$ cat src/design/wdt_pkg.sv
// Package for the low-frequency watchdog: register layout, reset values, mode codes.
// Assumes a single 20 MHz system clock domain; no other package is needed.
package wdt_pkg;
   // Register addresses on the plain register port
   localparam logic [3:0] ADDR_CONTROL = 4'h0;
   localparam logic [3:0] ADDR_STATUS = 4'h1;
   localparam logic [3:0] ADDR_EVENT = 4'h2;
   localparam logic [3:0] ADDR_EV_CLEAR = 4'h3;
   localparam logic [3:0] ADDR_EV_ENABLE = 4'h4;
   // Control register fields
   localparam int CTL_ENABLE_BIT = 0;
   localparam int CTL_PERIOD_LSB = 1;
   localparam int PERIOD_WIDTH = 5;
   localparam logic [4:0] PERIOD_RESET = 5'h0B;
   localparam logic [4:0] PERIOD_MAX_VALID = 5'h12;
   localparam logic [0:0] ENABLE_RESET = 1'h0;
   // Prescale: code n gives ratio 2^(n+5)
   localparam int PRESCALE_BASE_SHIFT = 5;
   localparam int COUNT_WIDTH = 23;
   // Event bits
   localparam int EV_RESET_BIT = 0;
   localparam int EV_WAKE_BIT = 1;
   localparam int EV_WIDTH = 2;
   // Low-frequency oscillator and timing
   localparam int LFOSC_HZ = 31000;
   localparam int SYS_CLK_HZ = 20000000;
   localparam int BASE_INTERVAL_US = 1000;
   localparam int LF_TICK_CYCLES = SYS_CLK_HZ / LFOSC_HZ;
   // Configuration mode codes
   typedef enum logic [1:0] {
      WDT_MODE_OFF = 2'h0,
      WDT_MODE_SOFT = 2'h1,
      WDT_MODE_AWAKE = 2'h2,
      WDT_MODE_ON = 2'h3
   } wdt_mode_type;
endpackage

$ cat src/design/wdt_prescaler.sv
// Prescaled watchdog counter clocked by low-frequency oscillator ticks.
// Assumes lf_tick is a one-cycle pulse in the system clock domain.
`timescale 1ns/10ps
module wdt_prescaler #(
   parameter int WIDTH = wdt_pkg::COUNT_WIDTH
) (
   input wire logic clk,
   input wire logic resetn,
   input wire logic clear,
   input wire logic lf_tick,
   input wire logic [4:0] period_code,
   output logic expire,
   output logic [WIDTH-1:0] count
);
   logic [WIDTH-1:0] count_q;
   logic [WIDTH-1:0] count_d;
   logic [WIDTH-1:0] terminal;
   logic [4:0] eff_code;
   logic hit;

   // Reserved codes fall back to the shortest interval
   assign eff_code = (period_code > wdt_pkg::PERIOD_MAX_VALID) ? 5'h00 : period_code;
   assign terminal = WIDTH'((32'h0000_0001 << (32'(eff_code) + wdt_pkg::PRESCALE_BASE_SHIFT)) - 32'h0000_0001);
   assign hit = lf_tick && (count_q == terminal);
   // Restart from zero after a single expiry pulse
   assign count_d = (clear || hit) ? '0 : (lf_tick ? count_q + 1'b1 : count_q);

   always_ff @(posedge clk) begin
      if (!resetn) begin
         count_q <= '0;
         expire <= 1'b0;
      end else begin
         count_q <= count_d;
         expire <= hit && !clear;
      end
   end
   assign count = count_q;
endmodule

$ cat src/design/wdt_lowfreq.sv
// Watchdog timer top: control/status registers, mode decode, clear network, reset and wake.
// Assumes all inputs synchronous to clk and a plain single-cycle register port.
//
// Behaviour
// - Counter advances on ticks of a 31 kHz oscillator modelled by dividing the system clock.
// - Reaching the selected time-out resets the device; firmware must clear in time.
// - Mode 11 keeps watchdog active always, Sleep included, ignoring the software enable.
// - Mode 10 runs while awake, stops in Sleep, ignores the software enable.
// - Mode 01 runs only with software enable set; Sleep leaves that unchanged.
// - Mode 00, or 01 with enable clear, holds the counter cleared.
// - A five-bit period field selects time-out from 1 ms to 256 s.
// - Reset loads the period field with the two second setting.
// - Any reset or clear-watchdog instruction clears the counter.
// - Entering Sleep clears the counter; counting resumes from zero if still enabled.
// - Wake clears the counter; crystal clocks hold it clear until start-up timer ends.
// - An oscillator failure report clears the counter.
// - Changing the internal oscillator divider leaves the counter alone.
// - Time-out in Sleep wakes instead of resetting and updates timeout and powerdown flags.
//
// Register map on the plain port:
//   0 control: bit 0 software enable, bits 5:1 period select, bits 7:6 read zero
//   1 status: bit 0 time-out flag, bit 1 powerdown flag, bit 2 watchdog running
//   2 event status: bit 0 reset event, bit 1 wake event, sticky until cleared
//   3 event clear: write ones to clear, reads zero
//   4 event enable: same layout as event status, drives irq
//   Other addresses read zero and ignore writes.
//
// Event timing:
//   The counter reaches its terminal value on a tick edge and raises expire.
//   One edge later wdt_reset_req or wdt_wake_req pulses for a single cycle,
//   the matching event bit sets and irq follows on the same edge if enabled.
//   The count restarts from zero on the expiry tick, so events repeat until cleared.
//
// Limitations:
//   The low-frequency tick is divided down from clk, so it drifts with the system clock
//   rather than standing on its own; TICK_CYCLES sets the ratio.
//   Sleep entry and wake arrive as one-cycle pulses from the power controller.
//   A shorter period written after the count has passed it waits for a wrap or a clear.
//
// Implementation choices: the strobed register port and the register addresses.
`timescale 1ns/10ps
module wdt_lowfreq #(
   parameter int TICK_CYCLES = wdt_pkg::LF_TICK_CYCLES,
   parameter int COUNT_WIDTH = wdt_pkg::COUNT_WIDTH
) (
   input wire logic clk,
   input wire logic resetn,
   input wire logic [3:0] reg_addr,
   input wire logic [7:0] reg_wdata,
   input wire logic reg_write,
   input wire logic reg_read,
   output logic [7:0] reg_rdata,
   input wire logic [1:0] config_watch_mode,
   input wire logic clear_watchdog_instr,
   input wire logic sleep_enter,
   input wire logic sleeping,
   input wire logic wake_event,
   input wire logic crystal_clock_sel,
   input wire logic osc_startup_timer,
   input wire logic osc_fail,
   input wire logic internal_osc_divider_change,
   output logic wdt_reset_req,
   output logic wdt_wake_req,
   output logic timeout_flag,
   output logic powerdown_flag,
   output logic irq
);
   ////////////////////////////////////////////////////////////////////////////
   // Low-frequency tick generator
   // The oscillator is modelled as a divided pulse so no second domain exists.
   // Sixteen bits cover ratios up to 65536 of a slow oscillator against a fast system clock;
   // the count free-runs from reset and is never cleared by the watchdog itself.
   logic [15:0] tick_cnt_q;
   logic [15:0] tick_cnt_d;
   logic lf_tick;

   assign lf_tick = (tick_cnt_q == 16'(TICK_CYCLES - 1));
   assign tick_cnt_d = lf_tick ? 16'h0000 : tick_cnt_q + 16'h0001;

   always_ff @(posedge clk) begin
      if (!resetn) begin
         tick_cnt_q <= 16'h0000;
      end else begin
         tick_cnt_q <= tick_cnt_d;
      end
   end

   ////////////////////////////////////////////////////////////////////////////
   // Address decode
   // One function keeps every register select on the same compare.
   function automatic logic addr_hit(
      input logic [3:0] addr,
      input logic [3:0] target
   );
      addr_hit = (addr == target);
   endfunction

   logic sel_control;
   logic sel_status;
   logic sel_event;
   logic sel_ev_clear;
   logic sel_ev_enable;

   assign sel_control = addr_hit(reg_addr, wdt_pkg::ADDR_CONTROL);
   assign sel_status = addr_hit(reg_addr, wdt_pkg::ADDR_STATUS);
   assign sel_event = addr_hit(reg_addr, wdt_pkg::ADDR_EVENT);
   assign sel_ev_clear = addr_hit(reg_addr, wdt_pkg::ADDR_EV_CLEAR);
   assign sel_ev_enable = addr_hit(reg_addr, wdt_pkg::ADDR_EV_ENABLE);

   ////////////////////////////////////////////////////////////////////////////
   // Control register
   // Bits 7:6 are not stored; they read back as zero.
   // A write takes effect at the strobe edge while the counter keeps running.
   logic soft_watch_enable_q;
   logic [4:0] watch_period_select_q;
   logic ctl_write;
   logic wr_enable_bit;
   logic [4:0] wr_period_field;

   assign ctl_write = reg_write && sel_control;
   assign wr_enable_bit = reg_wdata[wdt_pkg::CTL_ENABLE_BIT];
   assign wr_period_field = reg_wdata[wdt_pkg::CTL_PERIOD_LSB +: wdt_pkg::PERIOD_WIDTH];

   always_ff @(posedge clk) begin
      if (!resetn) begin
         soft_watch_enable_q <= wdt_pkg::ENABLE_RESET;
         watch_period_select_q <= wdt_pkg::PERIOD_RESET;
      end else if (ctl_write) begin
         soft_watch_enable_q <= wr_enable_bit;
         watch_period_select_q <= wr_period_field;
      end
   end

   ////////////////////////////////////////////////////////////////////////////
   // Mode decode
   // The configuration mode is a fixed level in the field; a change to a quiet
   // mode clears the counter through the clear network below.
   wdt_pkg::wdt_mode_type mode;
   logic active;

   assign mode = wdt_pkg::wdt_mode_type'(config_watch_mode);

   always_comb begin
      case (mode)
         wdt_pkg::WDT_MODE_ON: begin
            active = 1'b1;
         end
         wdt_pkg::WDT_MODE_AWAKE: begin
            active = !sleeping;
         end
         wdt_pkg::WDT_MODE_SOFT: begin
            active = soft_watch_enable_q;
         end
         wdt_pkg::WDT_MODE_OFF: begin
            active = 1'b0;
         end
         default: begin
            active = 1'b0;
         end
      endcase
   end

   ////////////////////////////////////////////////////////////////////////////
   // Clear network
   // The divider change input is deliberately left out of the clear term.
   logic hold_ost;
   logic counter_clear;

   // Each cause has its own wire so a new clear source costs one line.
   logic clr_disabled;
   logic clr_instr;
   logic clr_sleep_entry;
   logic clr_wake;
   logic clr_fail;

   assign clr_disabled = !active;
   assign clr_instr = clear_watchdog_instr;
   assign clr_sleep_entry = sleep_enter;
   assign clr_wake = wake_event;
   // The start-up hold only matters after a wake, never while still asleep.
   assign hold_ost = crystal_clock_sel && osc_startup_timer && !sleeping;
   assign clr_fail = osc_fail;

   // Any single cause is enough; software cannot mask any of them.
   assign counter_clear = clr_disabled
      || clr_instr
      || clr_sleep_entry
      || clr_wake
      || hold_ost
      || clr_fail;
   logic unused_divider;
   assign unused_divider = internal_osc_divider_change;

   ////////////////////////////////////////////////////////////////////////////
   // Counter
   // The prescaled count lives in its own module so its width can follow the
   // largest ratio without touching the register logic.
   logic expire;
   logic [COUNT_WIDTH-1:0] wdt_count;

   wdt_prescaler #(
      .WIDTH(COUNT_WIDTH)
   ) u_prescaler (
      .clk(clk),
      .resetn(resetn),
      .clear(counter_clear),
      .lf_tick(lf_tick),
      .period_code(watch_period_select_q),
      .expire(expire),
      .count(wdt_count)
   );

   ////////////////////////////////////////////////////////////////////////////
   // Reset, wake and status flags
   logic reset_ev;
   logic wake_ev;

   assign reset_ev = expire && !sleeping;
   assign wake_ev = expire && sleeping;

   ////////////////////////////////////////////////////////////////////////////
   // Status flags
   logic timeout_flag_d;
   logic powerdown_flag_d;

   // Expiry wins over a clear instruction in the same cycle so no time-out is lost.
   assign timeout_flag_d = expire ? 1'b1 :
      clear_watchdog_instr ? 1'b0 :
      timeout_flag;
   assign powerdown_flag_d = expire ? sleeping :
      clear_watchdog_instr ? 1'b0 :
      powerdown_flag;

   // Flags read active high: timeout_flag set on watchdog expiry,
   // powerdown_flag set while the expiry happened in Sleep.
   always_ff @(posedge clk) begin
      if (!resetn) begin
         wdt_reset_req <= 1'b0;
         wdt_wake_req <= 1'b0;
         timeout_flag <= 1'b0;
         powerdown_flag <= 1'b0;
      end else begin
         wdt_reset_req <= reset_ev;
         wdt_wake_req <= wake_ev;
         timeout_flag <= timeout_flag_d;
         powerdown_flag <= powerdown_flag_d;
      end
   end

   ////////////////////////////////////////////////////////////////////////////
   // Event status, clear and enable
   logic [wdt_pkg::EV_WIDTH-1:0] ev_status_q;
   logic [wdt_pkg::EV_WIDTH-1:0] ev_enable_q;
   logic [wdt_pkg::EV_WIDTH-1:0] ev_set;
   logic [wdt_pkg::EV_WIDTH-1:0] ev_clr;
   logic [wdt_pkg::EV_WIDTH-1:0] ev_status_d;
   logic [wdt_pkg::EV_WIDTH-1:0] ev_enable_d;
   logic irq_d;
   logic wr_ev_clear;
   logic wr_ev_enable;

   assign ev_set[wdt_pkg::EV_RESET_BIT] = reset_ev;
   assign ev_set[wdt_pkg::EV_WAKE_BIT] = wake_ev;
   assign wr_ev_clear = reg_write && sel_ev_clear;
   assign wr_ev_enable = reg_write && sel_ev_enable;
   assign ev_clr = wr_ev_clear ? reg_wdata[wdt_pkg::EV_WIDTH-1:0] : '0;
   assign ev_enable_d = wr_ev_enable ? reg_wdata[wdt_pkg::EV_WIDTH-1:0] : ev_enable_q;

   // One sticky bit per event; set wins over a clear in the same cycle
   // so an expiry that lands on a software clear is never lost.
   for (genvar i = 0; i < wdt_pkg::EV_WIDTH; i++) begin : g_ev
      assign ev_status_d[i] = ev_set[i] || (ev_status_q[i] && !ev_clr[i]);
   end

   // Next status feeds the level so irq rises on the same edge as the event bit.
   assign irq_d = |(ev_status_d & ev_enable_q);

   always_ff @(posedge clk) begin
      if (!resetn) begin
         ev_status_q <= '0;
         ev_enable_q <= '0;
         irq <= 1'b0;
      end else begin
         ev_status_q <= ev_status_d;
         ev_enable_q <= ev_enable_d;
         irq <= irq_d;
      end
   end

   ////////////////////////////////////////////////////////////////////////////
   // Read port: data valid the cycle after the strobe
   logic [7:0] control_word;
   logic [7:0] status_word;
   logic [7:0] event_word;
   logic [7:0] enable_word;
   logic [7:0] rd_mux;
   logic [7:0] reg_rdata_d;

   assign control_word = {2'b00, watch_period_select_q, soft_watch_enable_q};
   assign status_word = {5'h00, active, powerdown_flag, timeout_flag};
   assign event_word = {6'h00, ev_status_q};
   assign enable_word = {6'h00, ev_enable_q};

   // Unmapped and write-only addresses read zero
   assign rd_mux = sel_control ? control_word :
      sel_status ? status_word :
      sel_event ? event_word :
      sel_ev_enable ? enable_word :
      8'h00;

   // Zero outside the read slot so a stale word never looks valid
   assign reg_rdata_d = reg_read ? rd_mux : 8'h00;

   always_ff @(posedge clk) begin
      if (!resetn) begin
         reg_rdata <= 8'h00;
      end else begin
         reg_rdata <= reg_rdata_d;
      end
   end

   logic unused_count;
   assign unused_count = ^wdt_count;
endmodule

$ cat config.mk
export PLATFORM = sky130hd
export DESIGN_NAME = wdt_lowfreq
export DESIGN_NICKNAME = d
export VERILOG_FILES = /design/src/design/wdt_pkg.sv /design/src/design/wdt_prescaler.sv /design/src/design/wdt_lowfreq.sv
export SDC_FILE = /design/constraint.sdc
export NUM_CORES = 1
export LEC_CHECK = 0
export BUFFER_PORTS_ARGS = -buffer_cell sky130_fd_sc_hd__clkbuf_2
export CAP_MARGIN = 5
export CORE_AREA = 2 2 94 132
export CTS_CLUSTER_DIAMETER = 60
export DETAILED_ROUTE_END_ITERATION = 8
export DIE_AREA = 0 0 96 134
export GPL_TIMING_DRIVEN = 0
export PLACE_DENSITY = 0.57
export SETUP_SLACK_MARGIN = 0.2
export SLEW_MARGIN = 20
export SYNTH_ARGS = -nofsm -noshare
export SYNTH_HDL_FRONTEND = slang
export SYNTH_SLANG_ARGS = --single-unit
export TNS_END_PERCENT = 50
$ cat constraint.sdc
create_clock -name clk -period 2.71 [get_ports clk]
set_input_delay 0.813 -clock clk [delete_from_list [all_inputs] [get_ports clk]]
set_output_delay 0.813 -clock clk [all_outputs]
set_load 0.01 [all_outputs]
Word-level counts from Yosys, hierarchy flattened. Cells that the tools add are included.

Bitwise operators: 3. Add/subtract/negate cells: 4. Shift-type cells: 1. Magnitude comparators: 1. Eq/ne operators: 9. Muxes and demuxes: 10. Reduce and logical (&&, ||, !) cells: 32.

Operators by type and width (number): left shift 1 x 32 -> 23 bit, first input constant (1); adder 23 x 1 -> 23 bit, second input constant (1); == test 23 bit (1); subtractor 23 x 1 -> 23 bit, second input constant (1); adder 16 x 1 -> 16 bit, second input constant (1); == test 16 x 10 -> 1 bit, second input constant (1); logical AND 1 bit (11); == test 4 x 2 -> 1 bit, second input constant (2); logical OR 1 bit (8); adder 5 x 3 -> 6 bit, second input constant (1); two-way mux 2 bit (3); two-way mux 6 bit (1); OR reduction 2 bit (3); > comparator 5 bit, second input constant (1); zero test 1 bit (5); two-way mux 5 bit (1); OR reduction 5 bit (1); == test 2 bit, second input constant (2); == test 4 x 1 -> 1 bit, second input constant (1); == test 4 x 3 -> 1 bit, second input constant (1); zero test 4 bit (1); case mux 1 bit (4 select lines) (1); two-way mux 1 bit (3); two-way mux 3 bit (1); 6 further kinds (7).

Bits in registers: 63. Logic and storage cells: 74. Output and inout bits: 13.

Logic depth before layout (Yosys ltp). Gate-level depths: netlist of the first run.

Depth in word-level cells: 10. Gate-level depth with buffers: 10.

Cells and area by module. A second synthesis of the first run with hierarchy kept.

Cell total of the unflattened synthesis: 391. Area, all modules: 3407.0 µm².

Modules (own cells, without submodules): wdt_prescaler (cells each 221, area each 1819.2 µm², instances 1); wdt_lowfreq (cells each 170, area each 1587.8 µm², instances 1).

Worst setup path after synthesis of the first run. No wires, ideal clock.

Path kind: register to register. Start point: register tick_cnt_q[0]. End point: register u_prescaler.count_q[10], in the netlist u_prescaler.count[10]. Period minus slack after synthesis: 2.149 ns. Buffers on the path: 1. Arrival: 2.017 ns. Library setup time: 0.132 ns. Setup slack: 0.561 ns. Required time: 2.578 ns. Cell stages (with the launch flop): 11. Cell sequence: dfxtp_1 > inv_1 > ha_1 > and4bb_2 > and3_1 > o2111ai_1 > nor4_1 > nand4_1 > nor4_4 > buf_6 > nor3_1.

Longest elaborated chain between the ends: 4.

Ends and longest elaborated chain: start, declared (line wdt_lowfreq.sv:73) `logic [15:0] tick_cnt_q;`; start signal, assigned (line wdt_lowfreq.sv:84) `tick_cnt_q <= tick_cnt_d;`; == test 16 x 10 -> 1 bit * (line wdt_lowfreq.sv:77) `assign lf_tick = (tick_cnt_q == 16'(TICK_CYCLES - 1));`; logical AND 1 bit (line wdt_prescaler.sv:24) `assign hit = lf_tick && (count_q == terminal);`; logical OR 1 bit (line wdt_prescaler.sv:26) `assign count_d = (clear || hit) ? '0 : (lf_tick ? count_q + 1'b1 : count_q);`; OR reduction 2 bit (no line); end signal, assigned (line wdt_prescaler.sv:33) `count_q <= count_d;`; end, declared (line wdt_prescaler.sv:15) `logic [WIDTH-1:0] count_q;`.

Mark *: on every way between the ends. The rest lies on a longest branch, timed or not. A chain may end at the register's enable or synchronous reset.

Worst setup path after layout of the first run.
Start point: register watch_period_select_q[3]. End point: register u_prescaler.count_q[21], in the netlist u_prescaler.count[21].

Longest elaborated chain between the ends: 9.

Ends and longest elaborated chain: start, declared (line wdt_lowfreq.sv:115) `logic [4:0] watch_period_select_q;`; start signal, assigned (line wdt_lowfreq.sv:127) `watch_period_select_q <= wdt_pkg::PERIOD_RESET;`; start signal, assigned (line wdt_lowfreq.sv:130) `watch_period_select_q <= wr_period_field;`; > comparator 5 bit (line wdt_prescaler.sv:22) `assign eff_code = (period_code > wdt_pkg::PERIOD_MAX_VALID) ? 5'h00 : period_code;`; two-way mux 5 bit * (line wdt_prescaler.sv:22); adder 5 x 3 -> 6 bit * (line wdt_prescaler.sv:23) `assign terminal = WIDTH'((32'h0000_0001 << (32'(eff_code) + wdt_pkg::PRESCALE_BASE_SHIFT)) - 32'h0000_0001);`; left shift 1 x 32 -> 23 bit * (line wdt_prescaler.sv:23); subtractor 23 x 1 -> 23 bit * (line wdt_prescaler.sv:23); == test 23 bit * (line wdt_prescaler.sv:24); logical AND 1 bit * (line wdt_prescaler.sv:24); logical OR 1 bit * (line wdt_prescaler.sv:26); OR reduction 2 bit (no line) *.

Marked as above.

==> results.yml, run 1 <==
status:
  status: "complete, no violations"
place:
  io_buffers: 28
  dpl.hpwl_um: 6323
  pre_cts_ws_ns: 0.008043
  placed_cells: 586
  place_area_mm2: 0.003757
  gp_congestion: 0.8238
worst_setup_path:
  startpoint_type: "flip-flop"
  rrSetupSlack_ns: 0.34
  worstPathArrival_ns: 2.56
  endpoint_kind: "flip-flop"
  cp_max_fo: 10
  worstPathRequired_ns: 2.90
  worstReg2RegStart: "watch_period_select_q[3]"
  r2r_end: "u_prescaler.count[21]"
  reg2regPathDepth: 10
  worst-setup-path-type: "flip-flop to flip-flop"
sta:
  rsz0062_at_grt: "no"
  setup_tns_ns: 0
  setup_ws_ns: 0.3436
  fin_crit_sh: 0.8732
  setup_viol: 0
  finalCriticalPeriod_ns: 2.366
  clock_skew_ns: 0.005202
  fmax_ghz: 0.4226
  slew_headroom: 0.4613
  slew_viol_final: 0
  timing.final.hold_violations: 0
  tightest_slew_ns: 0.8014
flow_run:
  maxCapViolations: 0
cts:
  cts_max_level: 3
  cts_tree: "done"
  clk_latency_ns: 0.33
  cts_root_buf: "clkbuf_16"
  cts-buffers-inserted: 9
  clock_path_buffers: 2
  cts.hold.buffers_added: 0
  cts.clk_slew.worst_paths_ns: 0.05
  clock-sinks: 61
cells_and_area:
  postLayoutCoreUtil: 0.3541
  layout_common_cells: "dfxtp_1 (60), nand2_1 (37), xor2_1 (36), nor2_1 (34), nor3_1 (30)"
  drive_above_1_share: 0.1619
  layout.cells.non_filler: 604
  design_area_mm2: 0.004144
  syn_to_final_growth_pct: 20.96
  diodes: 0
  final_common_cell: "dfxtp_1"
  fin_nets: 482
  fillers: 1188
synthesis:
  synthDominantCellAreaShare: 0.3565
  async_flop_share: 0
  ys_warn_count: 0
  seq_area_frac_synth: 0.3565
  yosys-top-cells-area: "dfxtp_1 (36%), xor2_1 (9.2%), nor3_1 (4.5%)"
  ys_types: 58
  syn_inst: 409
  yosysTopAreaCell: "dfxtp_1"
  yosys_register_bits: 61
  syn_area_mm2: 0.003426
  syn_avg_cell_area_um2: 8.376
  yosys_most_used_dff: "dfxtp_1"
  synth_edf_count: 0
global_routing:
  gr-usage-met1: 0.1564
  grt_max_degree: 12
  track_usage: 0.1380
  met3_usage: 0.02865
  grt-busiest-layer: "met2"
  antenna_found_initial: 0
  met2_usage: 0.2396
  grt_pass1_vias: 2969
  grt_pass1_wl_um: 14040
  grt_overflow: 0
power_and_ir_drop:
  p_int_uw: 1756
  switching_share: 0.2179
  power.leakage_uw: 0.001566
  power_density_mw_per_mm2: 541.7
  combinationalPowerShare: 0.053
  irDropWorstVdd_mv: 0.3099
  switching_power_uw: 489.2
  clock_power_share: 0.542
  p_seq_frac: 0.405
route:
  drt.antenna.violating_nets: 0
  drt_iter0_drc: 165
  wl_um: 8260
  viasPerCell: 5.003
  drc: 0
  vias: 3022
  wire_per_inst_um: 13.68
  drtPass1Iterations: 5
floorplanning:
  start_util: 0.2927
  io_pins: 39
  dieWidth_um: 96
  die_area_mm2: 0.01286
  die_height_um: 134
  rows: 47
  core_mm2: 0.01170
hold_path:
  hold_class: "flip-flop to flip-flop"
  worstHoldPathCells: 1
  holdCritStartpoint: "tick_cnt_q[0]"
  min_to: "tick_cnt_q[0]"
-- kinds of logic after synthesis --
family,after synthesis,synth area share
AOI/OAI and AO/OA,53,0.1129
xor gates and xnor gates,52,0.1329
muxes,4,0.01169
and+or+nand+nor,197,0.3163
buffers and inverters,36,0.05296
adders and majority gates,4,0.01461
DFF,61,0.3565
other,2,0.002192
-- registers in the layout, summed over array words and instances (netlist names), 2 cells and up --
name,flops
watch_period_select_q,5
u_prescaler.count,23
tick_cnt_q,16
reg_rdata,6
ev_enable_q,2
ev_status_q,2
-- how the worst max path moves through the flow --
stage          cells after the start  slack, ns                    end                startpoint
5_1_grt                           10       0.18  u_prescaler.count[21]  watch_period_select_q[3]
6_report                          10       0.34  u_prescaler.count[21]  watch_period_select_q[3]
4_1_cts                           11       0.22  u_prescaler.count[20]             tick_cnt_q[0]
3_5_place_dp                      10      0.008  u_prescaler.count[20]             tick_cnt_q[0]
2_1_floorplan                     10       0.56  u_prescaler.count[10]             tick_cnt_q[0]
3_3_place_gp                      10       0.03   u_prescaler.count[1]             tick_cnt_q[0]
-- per-stage QoR --
stage / hold WS (ns) / total power (uW)
6_report: 0.4543 / 2245
5_1_grt: 0.4956 / 2323
4_1_cts: 0.4567 / 2266
3_5_place_dp: 0.4506 / 1043
3_3_place_gp: 0.4296 / 1041
2_1_floorplan: 0.4173 / 1007
-- synth_stat cells, types with 2 or more instances --
library cell	n
nand4_1	14
buf_6	4
nor3_1	31
a21boi_0	4
nor4_1	2
a32oi_1	2
buf_2	4
o22ai_1	3
a31o_2	3
mux2i_1	4
a22oi_1	2
xor2_1	36
nand4b_1	2
nor4bb_1	2
conb_1	2
o2111ai_1	2
o21a_1	2
a211oi_1	3
o21ai_0	4
xnor2_1	16
and2_1	5
and3_1	13
ha_1	4
clkbuf_1	14
and4_1	4
or4_1	2
a21oi_1	10
a31oi_1	7
nor4_4	2
nor2_1	34
nor2b_1	9
inv_1	9
buf_1	2
buf_4	3
nor3b_1	4
nand2b_1	4
dfxtp_1	61
nand3_1	24
nand2_1	37
-- critical path, cell delays in order (launching register included) --
cell,delay (ns)
dfxtp_2,0.36
clkbuf_4,0.21
a211o_1,0.26
a32oi_1,0.20
xor2_1,0.14
a41oi_1,0.21
nand4_1,0.17
nor4_4,0.27
buf_4,0.20
buf_6,0.16
nor3_1,0.06
-- area by class of cell --
cell class | instances | area (um2) | share of cell area
clock buffers | 10 | 229.0 | 0.05525
plain buffers | 27 | 166.4 | 0.04016
repair buffers | 30 | 155.1 | 0.03744
well taps | 147 | 183.9 | 0.04438
inverters | 9 | 33.78 | 0.008152
clock inverters | 6 | 86.33 | 0.02083
flip-flops and latches | 61 | 1222 | 0.2950
multi-input cells | 314 | 2067 | 0.4988
-- metal layers --
metal	share of wire	vias to the layer above
met1	0.41	1411
met4	0.022	0
met5	0	-
met2	0.53	61
met3	0.032	12
li1	-	1538
-- power by group through the flow --
stage / sequential [uW] / combinational (uW) / clock, uW
6_report: 910 / 120 / 1220
2_1_floorplan: 928 / 79.0 / 0
5_1_grt: 910 / 133 / 1280
3_5_place_dp: 928 / 115 / 0
3_3_place_gp: 928 / 113 / 0
4_1_cts: 909 / 115 / 1240
-- timing repair --
item,4_1_cts,5_1_grt
pin swaps,1,2
setup endpoints to repair,23,23
buffers inserted,2,0
resized for setup,1,16
(Power assumes the default switching activity.)
==> inputs of run 2 (changes only) <==
- CORE_AREA: 2 2 94 132 -> 2 2 68 102
- DIE_AREA: 0 0 96 134 -> 0 0 70 104
- PLACE_DENSITY: 0.57 -> 0.85
==> results.yml, run 2 (synthesis results as in run 1) <==
worst_setup_path:
  crit_chain: "clkbuf_4 > buf_4 > inv_1 > a31oi_1 > nand4_1 > nor4_2 > nand4_1 > nor4_4 > buf_4 > buf_6 > nor3_1"
  worstPathRequired_ns: 2.93
  cp-startpoint: "watch_period_select_q[0]"
  cp_max_fo: 10
  endpoint_kind: "flip-flop"
  worst-setup-path-type: "flip-flop to flip-flop"
  reg2regPathDepth: 11
  worstReg2RegStart: "watch_period_select_q[0]"
  worstPathArrival_ns: 2.66
  startpoint_type: "flip-flop"
  cpPeakStageDelay_ns: 0.37
  cpMaxStageDelayCell: "nor4_2"
route:
  drtPass1Iterations: 4
  drc: 0
  wl_um: 8384
  drt.antenna.violating_nets: 0
  wire_per_inst_um: 15.70
  drt_iter0_drc: 125
  viasPerCell: 5.901
  vias: 3151
sta:
  finalCriticalPeriod_ns: 2.440
  slew_viol_final: 0
  tightest_slew_ns: 0.7984
  setup_tns_ns: 0
  slew_headroom: 0.4633
  fin_crit_sh: 0.9005
  setup_viol: 0
  clock_skew_ns: 0.006784
  timing.final.hold_violations: 0
  fmax_ghz: 0.4098
  setup_ws_ns: 0.2697
  rsz0062_at_grt: "no"
hold_path:
  hold_class: "flip-flop to flip-flop"
  worstHoldPathCells: 1
  holdCritStartpoint: "tick_cnt_q[0]"
floorplanning:
  dieWidth_um: 70
  io_pins: 39
  rows: 36
  die_height_um: 104
  die_area_mm2: 0.007280
  core_mm2: 0.006396
  start_util: 0.5356
place:
  io_buffers: 28
  pre_cts_ws_ns: 0.1155
  gp_congestion: 0.9332
  place_area_mm2: 0.003669
  dpl.hpwl_um: 5868
cells_and_area:
  layout_common_cells: "dfxtp_1 (60), nand2_1 (37), xor2_1 (36), nor2_1 (34)"
  regArea_mm2: 0.001222
  fin_nets: 483
  syn_to_final_growth_pct: 15.67
  postLayoutCoreUtil: 0.6195
  design_area_mm2: 0.003963
  largest_reg_flops: 23
  diodes: 0
  multi_input_area_mm2: 0.002074
  fillers: 575
  final_common_cell: "dfxtp_1"
  drive_above_1_share: 0.1769
power_and_ir_drop:
  power_density_mw_per_mm2: 476.7
  power.leakage_uw: 0.001528
  fin_total_pwr_uw: 1889
  irDropWorstVdd_mv: 0.3295
global_routing:
  grt_pass1_vias: 3053
  antenna_found_initial: 0
  grt_max_degree: 11
  grt_overflow: 0
  track_usage: 0.2389
  grt_pass1_wl_um: 13900
cts:
  clk_latency_ns: 0.36
  cts_tree: "done"
  cts_max_level: 3
  cts.hold.buffers_added: 0
  cts_root_buf: "clkbuf_8"
  clock-sinks: 61
  cts.clk_slew.worst_paths_ns: 0.07
  clock_path_buffers: 2
  cts-buffers-inserted: 9
flow_run:
  maxCapViolations: 0
status:
  status: "complete, no violations"
run 2: metrics by stage:
| stage | hold WS (ns) | std cells |
|---|---|---|
| finish | 0.4561 | 534 |
| global route | 0.4741 | 534 |
| CTS | 0.4558 | 534 |
| detailed placement | 0.4416 | 515 |
| global placement | 0.4305 | 515 |
| floorplan | 0.4173 | 411 |
run 2: what timing repair did:
| item | CTS | global route |
|---|---|---|
| pin swaps | 1 | 2 |
| gates resized for setup | 2 | 18 |
| setup endpoints to repair | 20 | 22 |
| buffers inserted | 3 | 0 |
run 2: cell type report:
type | count | area share
clock buffer | 12 | 0.04168
clock inverter | 4 | 0.01137
tap | 76 | 0.02400
sequential | 61 | 0.3085
multi-input combinational | 314 | 0.5235
buffer | 27 | 0.04136
timing repair buffer | 31 | 0.04105
inverter | 9 | 0.008525
run 2: worst max-delay path: cells and delay by family (launching register included):
kind / cells / cell delay, ns
AND/OR/NAND/NOR: 5 / 0.98
AO/OA/AOI/OAI: 1 / 0.24
buffers and inverters: 5 / 0.78
flip-flops: 1 / 0.31
run 2: report_power, final:
part           internal [uW]  total, uW  switching [uW]
clock                    495        860             365
sequential               903        908            5.49
combinational           48.2        121            72.7
run 2: worst paths after layout:
check	to	slack (ns)
worst max-delay path	u_prescaler.count[10]	0.27
worst min-delay path	tick_cnt_q[0]	0.46
worst max register to register	u_prescaler.count[10]	0.27
worst min register to register	tick_cnt_q[0]	0.46
run 2: per-layer routing:
metal  GRT usage  wire length (um)
met1      0.2590              3323
met2      0.4143              4395
met3     0.05426               313
met4      0.1456               351
met5           0                 0
